==> src/hw/idr_pkg.sv <==
package idr_pkg;

  // task-file offsets
  localparam logic [2:0] OFF_DATA = 3'h0;
  localparam logic [2:0] OFF_ERR = 3'h1;
  localparam logic [2:0] OFF_SCNT = 3'h2;
  localparam logic [2:0] OFF_DRVHD = 3'h6;
  localparam logic [2:0] OFF_CMD = 3'h7;

  // command codes
  localparam logic [7:0] CMD_IDENTIFY = 8'hec;
  localparam logic [7:0] CMD_SETMULT = 8'hc6;

  // field positions and reset values
  localparam int DRV_BIT = 4;
  localparam logic DEV_DRIVE = 1'b0;
  localparam int ST_DRQ = 3;
  localparam int ST_ERR = 0;
  localparam int ERR_ABRT = 2;
  localparam logic [7:0] STAT_IDLE = 8'h50;
  localparam logic [7:0] REG_RST = 8'h00;
  localparam logic [7:0] MULT_ONE = 8'h01;

  // parameter block
  localparam logic [7:0] LAST_WORD = 8'hff;
  localparam logic [15:0] W0_CFG = 16'h044a;
  localparam logic [15:0] W1_CYL = 16'h01ef;
  localparam logic [15:0] W3_HEADS = 16'h0004;
  localparam logic [15:0] W4_BPT = 16'h0000;
  localparam logic [15:0] W5_BPS = 16'h0200;
  localparam logic [15:0] W6_SPT = 16'h0020;
  localparam logic [31:0] TOTAL_SECT = 32'h0000f780;
  localparam logic [15:0] W20_BUFTYPE = 16'h0001;
  localparam logic [15:0] W21_BUFSIZE = 16'h0001;
  localparam logic [15:0] W22_ECC = 16'h0004;
  localparam logic [15:0] W47_MULT = 16'h0001;
  localparam logic [15:0] W48_DWORD = 16'h0000;
  localparam logic [15:0] W49_CAPS = 16'h0f00;
  localparam logic [15:0] W51_PIO = 16'h0200;
  localparam logic [15:0] W52_SWDMA = 16'h0000;
  localparam logic [15:0] W53_VALID = 16'h0003;
  localparam logic [7:0] W59_HI = 8'h01;
  localparam logic [15:0] W64_APIO = 16'h0003;

  // text fields, values arbitrary
  localparam logic [159:0] SERIAL_STR = "        IDR000000001";
  localparam logic [63:0] FW_STR = "REV1.00 ";
  localparam logic [319:0] MODEL_STR = "IDR PARAMETER RESPONDER                 ";

  typedef struct packed {
    logic [2:0] addr;
    logic [15:0] wdata;
    logic wr;
    logic rd;
  } idr_bus_t;

  typedef struct packed {
    logic [15:0] cyl;
    logic [15:0] heads;
    logic [15:0] spt;
  } idr_geom_t;

  typedef enum logic [1:0] {
    IDR_IDLE = 2'b01,
    IDR_XFER = 2'b10
  } idr_state_t;

endpackage

==> src/hw/idr_seq.sv <==
`timescale 1ns/1ns
module idr_seq (
  // clock and reset
  input wire logic clk,
  input wire logic rst,
  // control
  input wire logic start,
  input wire logic stop,
  input wire logic take,
  // progress
  output logic active,
  output logic [7:0] idx,
  output logic done
);
  import idr_pkg::*;

  idr_state_t state_reg;
  logic [7:0] idx_reg;

  always_ff @(posedge clk) begin
    if (rst) begin
      state_reg <= IDR_IDLE;
    end else begin
      case (state_reg)
        IDR_IDLE: begin
          if (start) begin
            state_reg <= IDR_XFER;
          end
        end
        IDR_XFER: begin
          if (start) begin
            state_reg <= IDR_XFER;
          end else if (stop) begin
            state_reg <= IDR_IDLE;
          end else if (take && idx_reg == LAST_WORD) begin
            state_reg <= IDR_IDLE;
          end
        end
        default: begin
          state_reg <= IDR_IDLE;
        end
      endcase
    end
  end

  // a fresh identify always restarts at word 0
  always_ff @(posedge clk) begin
    if (rst) begin
      idx_reg <= 8'h00;
    end else if (start) begin
      idx_reg <= 8'h00;
    end else if (take && state_reg == IDR_XFER) begin
      idx_reg <= idx_reg + 8'h01;
    end
  end

  assign active = (state_reg == IDR_XFER);
  assign idx = idx_reg;
  assign done = active && take && (idx_reg == LAST_WORD) && !start && !stop;

endmodule

==> src/hw/idr_identify.sv <==
`timescale 1ns/1ns
// Behaviour
// - identify command ECh with matching drive bit prepares the 256-word block
// - block leaves as one 512-byte sector using the sector-read data-in handshake
// - reserved bits and words, including 2, 9, 50, 62-63, 65-255, read zero
// - word 0 reads 044Ah general configuration
// - words 1, 3, 6 give default cylinders 01EFh, heads 0004h, sectors 0020h
// - word 4 reads 0000h and word 5 reads 0200h
// - words 7-8 give total sectors 0000h, F780h, high half first
// - words 10-19 hold serial text, right aligned, space padded
// - words 20 and 21 both read 0001h
// - word 22 reads 0004h ECC bytes
// - words 23-26 hold firmware text, first character in high byte
// - words 27-46 hold model text, left aligned, space padded, high byte first
// - word 47 reads 0001h
// - words 48 and 52 read 0000h
// - word 49 reads 0F00h, DMA and LBA supported
// - word 51 reads 0200h legacy PIO mode
// - word 53 bit 0 set, words 54-58 valid
// - word 53 bit 1 set too, words 64-70 valid
// - words 54-56 current geometry, 57-58 current capacity low half first
// - word 59 reads 0100h by default
// - words 60-61 give total LBA sectors
// - word 64 reads 0003h
// - word 59 high byte 01h, low byte 01h after set multiple of one
module idr_identify (
  // clock and reset
  input wire logic clk,
  input wire logic rst,
  // task-file port
  input wire idr_pkg::idr_bus_t bus,
  output logic [15:0] rdata,
  // current translation from the geometry logic
  input wire idr_pkg::idr_geom_t cur_geom,
  // handshake toward the shared read-sector logic
  output logic drq,
  output logic xfer_done
);
  import idr_pkg::*;

  logic [7:0] scnt_reg;
  logic [7:0] drvhd_reg;
  logic [7:0] mult_reg;
  logic abort_reg;
  logic [31:0] cap_reg;
  logic [47:0] cap_full;
  logic [15:0] rdata_reg;
  logic [15:0] rdata_next;
  logic [15:0] word_val;
  logic [7:0] status;
  logic [7:0] idx;
  logic [7:0] rel;
  logic cmd_wr;
  logic [7:0] cmd;
  logic drv_ok;
  logic id_start;
  logic stop;
  logic take;
  logic set_ok;
  logic set_bad;

  assign cmd_wr = bus.wr && (bus.addr == OFF_CMD);
  assign cmd = bus.wdata[7:0];
  // only the drive-select bit matters, head bits are ignored
  assign drv_ok = (drvhd_reg[DRV_BIT] == DEV_DRIVE);
  assign id_start = cmd_wr && (cmd == CMD_IDENTIFY) && drv_ok;
  // any other command ends a half-read block
  assign stop = cmd_wr && !id_start;
  assign take = bus.rd && (bus.addr == OFF_DATA) && drq;
  assign set_ok = cmd_wr && (cmd == CMD_SETMULT) && (scnt_reg <= MULT_ONE);
  assign set_bad = cmd_wr && (cmd == CMD_SETMULT) && (scnt_reg > MULT_ONE);

  idr_seq u_seq (
    .clk(clk),
    .rst(rst),
    .start(id_start),
    .stop(stop),
    .take(take),
    .active(drq),
    .idx(idx),
    .done(xfer_done)
  );

  // task-file registers that feed this block
  always_ff @(posedge clk) begin
    if (rst) begin
      scnt_reg <= REG_RST;
    end else if (bus.wr && bus.addr == OFF_SCNT) begin
      scnt_reg <= bus.wdata[7:0];
    end
  end

  always_ff @(posedge clk) begin
    if (rst) begin
      drvhd_reg <= REG_RST;
    end else if (bus.wr && bus.addr == OFF_DRVHD) begin
      drvhd_reg <= bus.wdata[7:0];
    end
  end

  // only one or zero sectors per block are accepted
  always_ff @(posedge clk) begin
    if (rst) begin
      mult_reg <= REG_RST;
    end else if (set_ok) begin
      mult_reg <= scnt_reg;
    end
  end

  always_ff @(posedge clk) begin
    if (rst) begin
      abort_reg <= 1'b0;
    end else if (cmd_wr) begin
      abort_reg <= set_bad;
    end
  end

  // registered so the triple product stays off the read path
  assign cap_full = 48'(cur_geom.cyl) * 48'(cur_geom.heads) * 48'(cur_geom.spt);

  always_ff @(posedge clk) begin
    if (rst) begin
      cap_reg <= 32'h0000_0000;
    end else begin
      cap_reg <= cap_full[31:0];
    end
  end

  // parameter word at the current index; unlisted words fall to zero
  always_comb begin
    word_val = 16'h0000;
    rel = 8'h00;
    case (idx)
      8'd0: word_val = W0_CFG;
      8'd1: word_val = W1_CYL;
      8'd3: word_val = W3_HEADS;
      8'd4: word_val = W4_BPT;
      8'd5: word_val = W5_BPS;
      8'd6: word_val = W6_SPT;
      8'd7: word_val = TOTAL_SECT[31:16];
      8'd8: word_val = TOTAL_SECT[15:0];
      8'd20: word_val = W20_BUFTYPE;
      8'd21: word_val = W21_BUFSIZE;
      8'd22: word_val = W22_ECC;
      8'd47: word_val = W47_MULT;
      8'd48: word_val = W48_DWORD;
      8'd49: word_val = W49_CAPS;
      8'd51: word_val = W51_PIO;
      8'd52: word_val = W52_SWDMA;
      8'd53: word_val = W53_VALID;
      8'd54: word_val = cur_geom.cyl;
      8'd55: word_val = cur_geom.heads;
      8'd56: word_val = cur_geom.spt;
      8'd57: word_val = cap_reg[15:0];
      8'd58: word_val = cap_reg[31:16];
      8'd59: word_val = {W59_HI, mult_reg};
      8'd60: word_val = TOTAL_SECT[15:0];
      8'd61: word_val = TOTAL_SECT[31:16];
      8'd64: word_val = W64_APIO;
      default: begin
        // text fields, first character in the high byte
        if (idx >= 8'd10 && idx <= 8'd19) begin
          rel = idx - 8'd10;
          word_val = 16'(SERIAL_STR >> (16 * (9 - int'(rel))));
        end else if (idx >= 8'd23 && idx <= 8'd26) begin
          rel = idx - 8'd23;
          word_val = 16'(FW_STR >> (16 * (3 - int'(rel))));
        end else if (idx >= 8'd27 && idx <= 8'd46) begin
          rel = idx - 8'd27;
          word_val = 16'(MODEL_STR >> (16 * (19 - int'(rel))));
        end
      end
    endcase
  end

  always_comb begin
    status = STAT_IDLE;
    status[ST_DRQ] = drq;
    status[ST_ERR] = abort_reg;
  end

  // read answer, one cycle after the strobe and only then
  always_comb begin
    rdata_next = 16'h0000;
    if (bus.rd) begin
      case (bus.addr)
        OFF_DATA: rdata_next = drq ? word_val : 16'h0000;
        OFF_ERR: rdata_next = {13'h0000, abort_reg, 2'b00};
        OFF_SCNT: rdata_next = {8'h00, scnt_reg};
        OFF_DRVHD: rdata_next = {8'h00, drvhd_reg};
        OFF_CMD: rdata_next = {8'h00, status};
        default: rdata_next = 16'h0000;
      endcase
    end
  end

  always_ff @(posedge clk) begin
    if (rst) begin
      rdata_reg <= 16'h0000;
    end else begin
      rdata_reg <= rdata_next;
    end
  end

  assign rdata = rdata_reg;
endmodule

==> config.mk <==
export PLATFORM = sky130hd
export DESIGN_NAME = idr_identify
export DESIGN_NICKNAME = d
export VERILOG_FILES = /design/src/hw/idr_pkg.sv /design/src/hw/idr_seq.sv /design/src/hw/idr_identify.sv
export SDC_FILE = /design/constraint.sdc
export NUM_CORES = 2
export LEC_CHECK = 0
export ABC_CLOCK_PERIOD_IN_PS = 12950
export BUFFER_PORTS_ARGS = -buffer_cell sky130_fd_sc_hd__buf_2
export CORE_MARGIN = 2
export CORE_UTILIZATION = 65
export CTS_CLUSTER_SIZE = 8
export DETAILED_ROUTE_END_ITERATION = 8
export PLACE_DENSITY_LB_ADDON = 0.25
export SYNTH_ARGS = -nofsm -noshare
export SYNTH_HDL_FRONTEND = slang
export SYNTH_SLANG_ARGS = --single-unit
==> constraint.sdc <==
create_clock -name clk -period 12.95 [get_ports clk]
set_clock_uncertainty 0.2 [all_clocks]
set_input_delay 0.6475 -clock clk [delete_from_list [all_inputs] [get_ports clk]]
set_output_delay 0.6475 -clock clk [all_outputs]
set_load 0.01 [all_outputs]
* Yosys cells after proc, flatten, opt, wreduce, memory -nomap -nowiden
Index checks and enable logic that the tools add are counted.
Operators by class: multiply operators 2, div/mod/pow operators 0, muxes and demuxes 11, add/subtract/negate cells 7, equal/unequal tests 36, magnitude comparators 8, shift-type cells 3, reductions and logical operators 32, bitwise logic cells 2
Operators by type and width (count):
- $shr A319 B32 Y16 const A | 1
- $pmux W16 S16 | 1
- $shr A158 B32 Y16 const A | 1
- $eq A8 B6 Y1 const B | 14
- $pmux W16 S5 | 1
- $mux W16 | 4
- $shr A63 B32 Y16 const A | 1
- $eq A8 B3 Y1 const B | 4
- $mul A16 B16 Y32 | 1
- $mul A32 B16 Y32 | 1
- $eq A8 B5 Y1 const B | 3
- $eq A8 B8 Y1 const B | 3
- $logic_and A1 B1 Y1 | 19
- $ge A8 B5 Y1 const B | 2
- $le A8 B5 Y1 const B | 2
- $sub A8 B5 Y8 const B | 2
- $reduce_or A2 Y1 | 6
- $sub A2 B8 Y9 const A | 1
- $sub A4 B8 Y9 const A | 1
- $sub A5 B8 Y9 const A | 1
- $add A8 B1 Y8 const B | 1
- $eq A8 B1 Y1 const B | 1
- $eq A8 B2 Y1 const B | 1
- $eq A8 B4 Y1 const B | 1
- other kinds (22) | 28
Word-level totals: output and inout bits 18, memories 0, RAM bits 0, logic and storage cells 109, ROM bits 0, bits in latches 0, register bits after elaboration 83

* Depth between registers and ports, before layout
depth after elaboration 9, depth in mapped cells 49, gate-level depth less buffers 46

* By module
A second synthesis with hierarchy kept.
Unflattened totals: cell total of the unflattened synthesis 2949, area, all modules 24921.4 um2
By module, submodules not included:
- idr_identify | area each 24390.9 um2, times used 1, cells an instance 2888, sequential area each 1461.4 um2
- idr_seq | area each 530.5 um2, times used 1, cells an instance 61, sequential area each 200.2 um2

* Worst setup path before layout
Ideal clock, no wire load.
path kind input to register, start point in cur_geom[17] (netlist name), end point reg cap_reg[31], arrival 11.154 ns, buffers on the path 3, stages 39, slack 1.531 ns, required time 12.685 ns, cells stage by stage clkbuf_1 -> clkbuf_1 -> nand2_1 -> fa_1 -> fa_1 -> fa_1 -> fa_1 -> fa_1 -> fa_1 -> inv_1 -> ha_1 -> and3_1 -> o211ai_1 -> nand2_1 -> xor2_1 -> clkbuf_1 -> nand2_1 -> fa_1 -> [3 not listed] -> fa_1 -> inv_1 -> fa_1 -> inv_1 -> fa_1 -> inv_1 -> fa_1 -> ha_1 -> nand4_1 -> o31ai_1 -> o41ai_2 -> or2_1 -> a21boi_1 -> o21ba_1 -> o221ai_1 -> xor2_1 -> xnor3_1 -> nor2_1
Between the ends: word-level cells in the longest chain between the ends 2
RTL lines:
- start: declaration | RTL line idr_identify.sv:34 | input wire idr_pkg::idr_geom_t cur_geom,
- $mul A16 B16 Y32 | RTL line idr_identify.sv:119 | assign cap_full = 48'(cur_geom.cyl) * 48'(cur_geom.heads) * 48'(cur_geom.spt);
- $mul A32 B16 Y32 | RTL line idr_identify.sv:119
- end signal: assignment | RTL line idr_identify.sv:125 | cap_reg <= cap_full[31:0];
- end: declaration | RTL line idr_identify.sv:45 | logic [31:0] cap_reg;
Every way passes these cells. A chain may end at the register's enable or synchronous reset.

* Final worst setup path
start point in cur_geom[47] (netlist name), end point reg cap_reg[31]
The elaborated chain is that of the path after synthesis.

==> metrics.yaml <==
worst_setup_path:
  critical_path.max_fanout: 17
  r2r_start: "u_seq.idx[1]"
  critPathSlowestCell: "xnor2_1"
  critPathKind: "primary input to flip-flop"
  reg2reg_to: "rdata[0]"
  endpoint_kind: "flip-flop"
  critPathLaunchType: "primary input"
  arrival_ns: 12.16
  reg2reg_depth: 10
  startpoint: "cur_geom[47]"
  worst_path_most_repeated_cell: "fa_1"
  max_stage_delay_ns: 0.63
  required_ns: 13.03
  cp-endpoint: "cap_reg[31]"
  regToRegSetupSlack_ns: 7.96
floorplanning:
  die_area_um2: 39500
  core-area_um2: 37500
  fp-row-count: 71
  io_pins: 89
  dieWidth_um: 199
  die_h_um: 199
  start_util_pct: 65.7
route:
  drtIter0Drc: 1641
  drt_wl_total_mm: 64.3
  antenna_left: 0
  wl_per_cell_um: 19.0
  first_pass_iters: 7
  via_per_inst: 5.87
  num_vias: 19800
  post-route-drc-count: 0
cells_and_area:
  nNetsFinal: 3616
  largest_reg_flops: 32
  areaGrowthSynthToFinish_pct: 3.78
  layout-drive-gt1-share_pct: 5.23
synthesis:
  synth_nets: 3664
  synth_edf_count: 0
  ys_types: 85
  ys_top_cells_by_area: "fa_1 40%, ha_1 9.4%, inv_1 8.5%"
  syn_inst: 2910
  synth_top_area_cell: "fa_1"
  yosysMostFrequentCell: "inv_1"
  synth_area_per_cell_um2: 8.47
  synth_top_area_share_pct: 40.5
  synth_area_um2: 24600
  synthFlopType: "dfxtp_1"
  synthArstFlopShare_pct: 0
  synth_common_cells: "560 x inv_1, 498 x fa_1, 482 x nand2_1"
  ys_ff_latch: 83
  ys_seq_area_share_pct: 6.74
  ys_warn_count: 0
sta:
  slew_violations: 0
  tns_ns: 0
  worst_pin_slew_ns: 1.12
  max_freq_mhz: 82.7
  setup_viol: 0
  post-route-period-util_pct: 93.3
  fin_crit_ns: 12.09
  hold_violations: 0
  rsz0062_at_grt: "false"
  relSlewSlack_pct: 25.1
clock_network:
  cts_tree: "done"
  clockRootBuffer: "clkbuf_16"
  clock-sinks: 83
  clock_latency_ns: 0.35
  numCtsBuffers: 9
  ctsResizeCount: 0
  hold_buffers: 0
  h-tree-depth: 3
  clk_pin_slew_ns: 0.07
  cts.path.max_buffers: 2
  cts_setup_buffers: 0
min_path:
  hp-class: "flip-flop to flip-flop"
placed_design:
  port_buffers: 80
  routabilityCongestion: 0.929
  dp_hpwl_mm: 49.9
grt:
  grt.total_usage_pct: 34.3
  grt_antenna_before_repair: 2
  grt_max_degree: 57
  first_global_vias: 21100
  grt_first_pass_wirelength_mm: 106
  grt_overflow: 0
flow_run:
  maxCapViolations: 0
status:
  status: "finished, final reports clean"
==> per-stage QoR <==
stage / instance area [µm²] / util, % / worst slack, ns / std cells / hold slack [ns]
2_1_floorplan: 24600 / - / 1.53 / 2910 / 0.230
3_3_place_gp: 25200 / 67.3 / 0.834 / 3362 / 0.241
3_5_place_dp: 25200 / 67.3 / 0.629 / 3362 / 0.244
4_1_cts: 25600 / 68.2 / 0.956 / 3378 / 0.253
5_1_grt: 25600 / 68.2 / 0.425 / 3380 / 0.283
6_report: 25600 / 68.2 / 0.863 / 3380 / 0.254
==> layout by cell type, fill, tap and decap left out, types with 11 or more instances in the layout <==
master,n
a21oi_1,103
a221oi_1,15
and3_1,19
inv_1,560
fa_1,498
buf_4,20
mux2i_1,12
nand3_1,31
nor2_1,104
nand2b_1,22
a31oi_1,12
and2_1,243
a21o_1,35
o21ai_0,45
nand4_1,12
nand2_1,482
nor2b_1,17
nor3_1,20
xnor2_1,58
ha_1,185
a22oi_1,11
xor2_1,22
dfxtp_1,83
buf_2,80
a222oi_1,14
==> critical path, delay by kind of cell <==
family,cells,cell delay [ns]
AOI/OAI and AO/OA,7,1.32
and+or+nand+nor,3,0.45
adders and majority gates,13,6.48
buffers and inverters,6,0.65
xor gates and xnor gates,11,2.58
==> cells by family after synthesis <==
| family | Yosys count | share of synthesized area [%] |
|---|---|---|
| flip-flops | 83 | 6.74 |
| AND/OR/NAND/NOR | 985 | 19.0 |
| adder cells (fa/ha/maj) | 683 | 49.8 |
| AO/OA/AOI/OAI | 330 | 9.05 |
| multiplexers | 18 | 0.762 |
| buffers and inverters | 721 | 11.1 |
| XOR/XNOR | 90 | 3.59 |
==> metal layers <==
metal	track usage (%)	part of all wire [%]	wire (µm)	up-vias
met1	45.3	38	24700	9836
li1	-	-	-	8806
met4	11.8	3.7	2380	0
met3	6.51	10	6410	183
met5	0	0	0	-
met2	57.1	48	30700	1017
==> worst min-delay path by stage <==
stage,startpoint,endpoint,cells after the start
floorplan,mult_reg[3],mult_reg[3],1
global placement,drvhd_reg[7],drvhd_reg[7],2
detailed placement,drvhd_reg[3],drvhd_reg[3],2
CTS,drvhd_reg[3],drvhd_reg[3],2
global route,drvhd_reg[0],drvhd_reg[0],2
finish,drvhd_reg[3],drvhd_reg[3],2
==> cell type report <==
cell class | instances | area [µm²]
Antenna cell | 2 | 5.00
Inverter | 562 | 2110
Multi-Input combinational cell | 2106 | 20300
Sequential cell | 83 | 1660
Timing Repair Buffer | 100 | 551
Clock buffer | 9 | 225
Tap cell | 511 | 639
Fill cell | 3064 | 11900
Clock inverter | 7 | 105
Power is left out: the tool's default activity adds up to more than one toggle a clock period on the data nets, which glitch-free logic cannot reach.
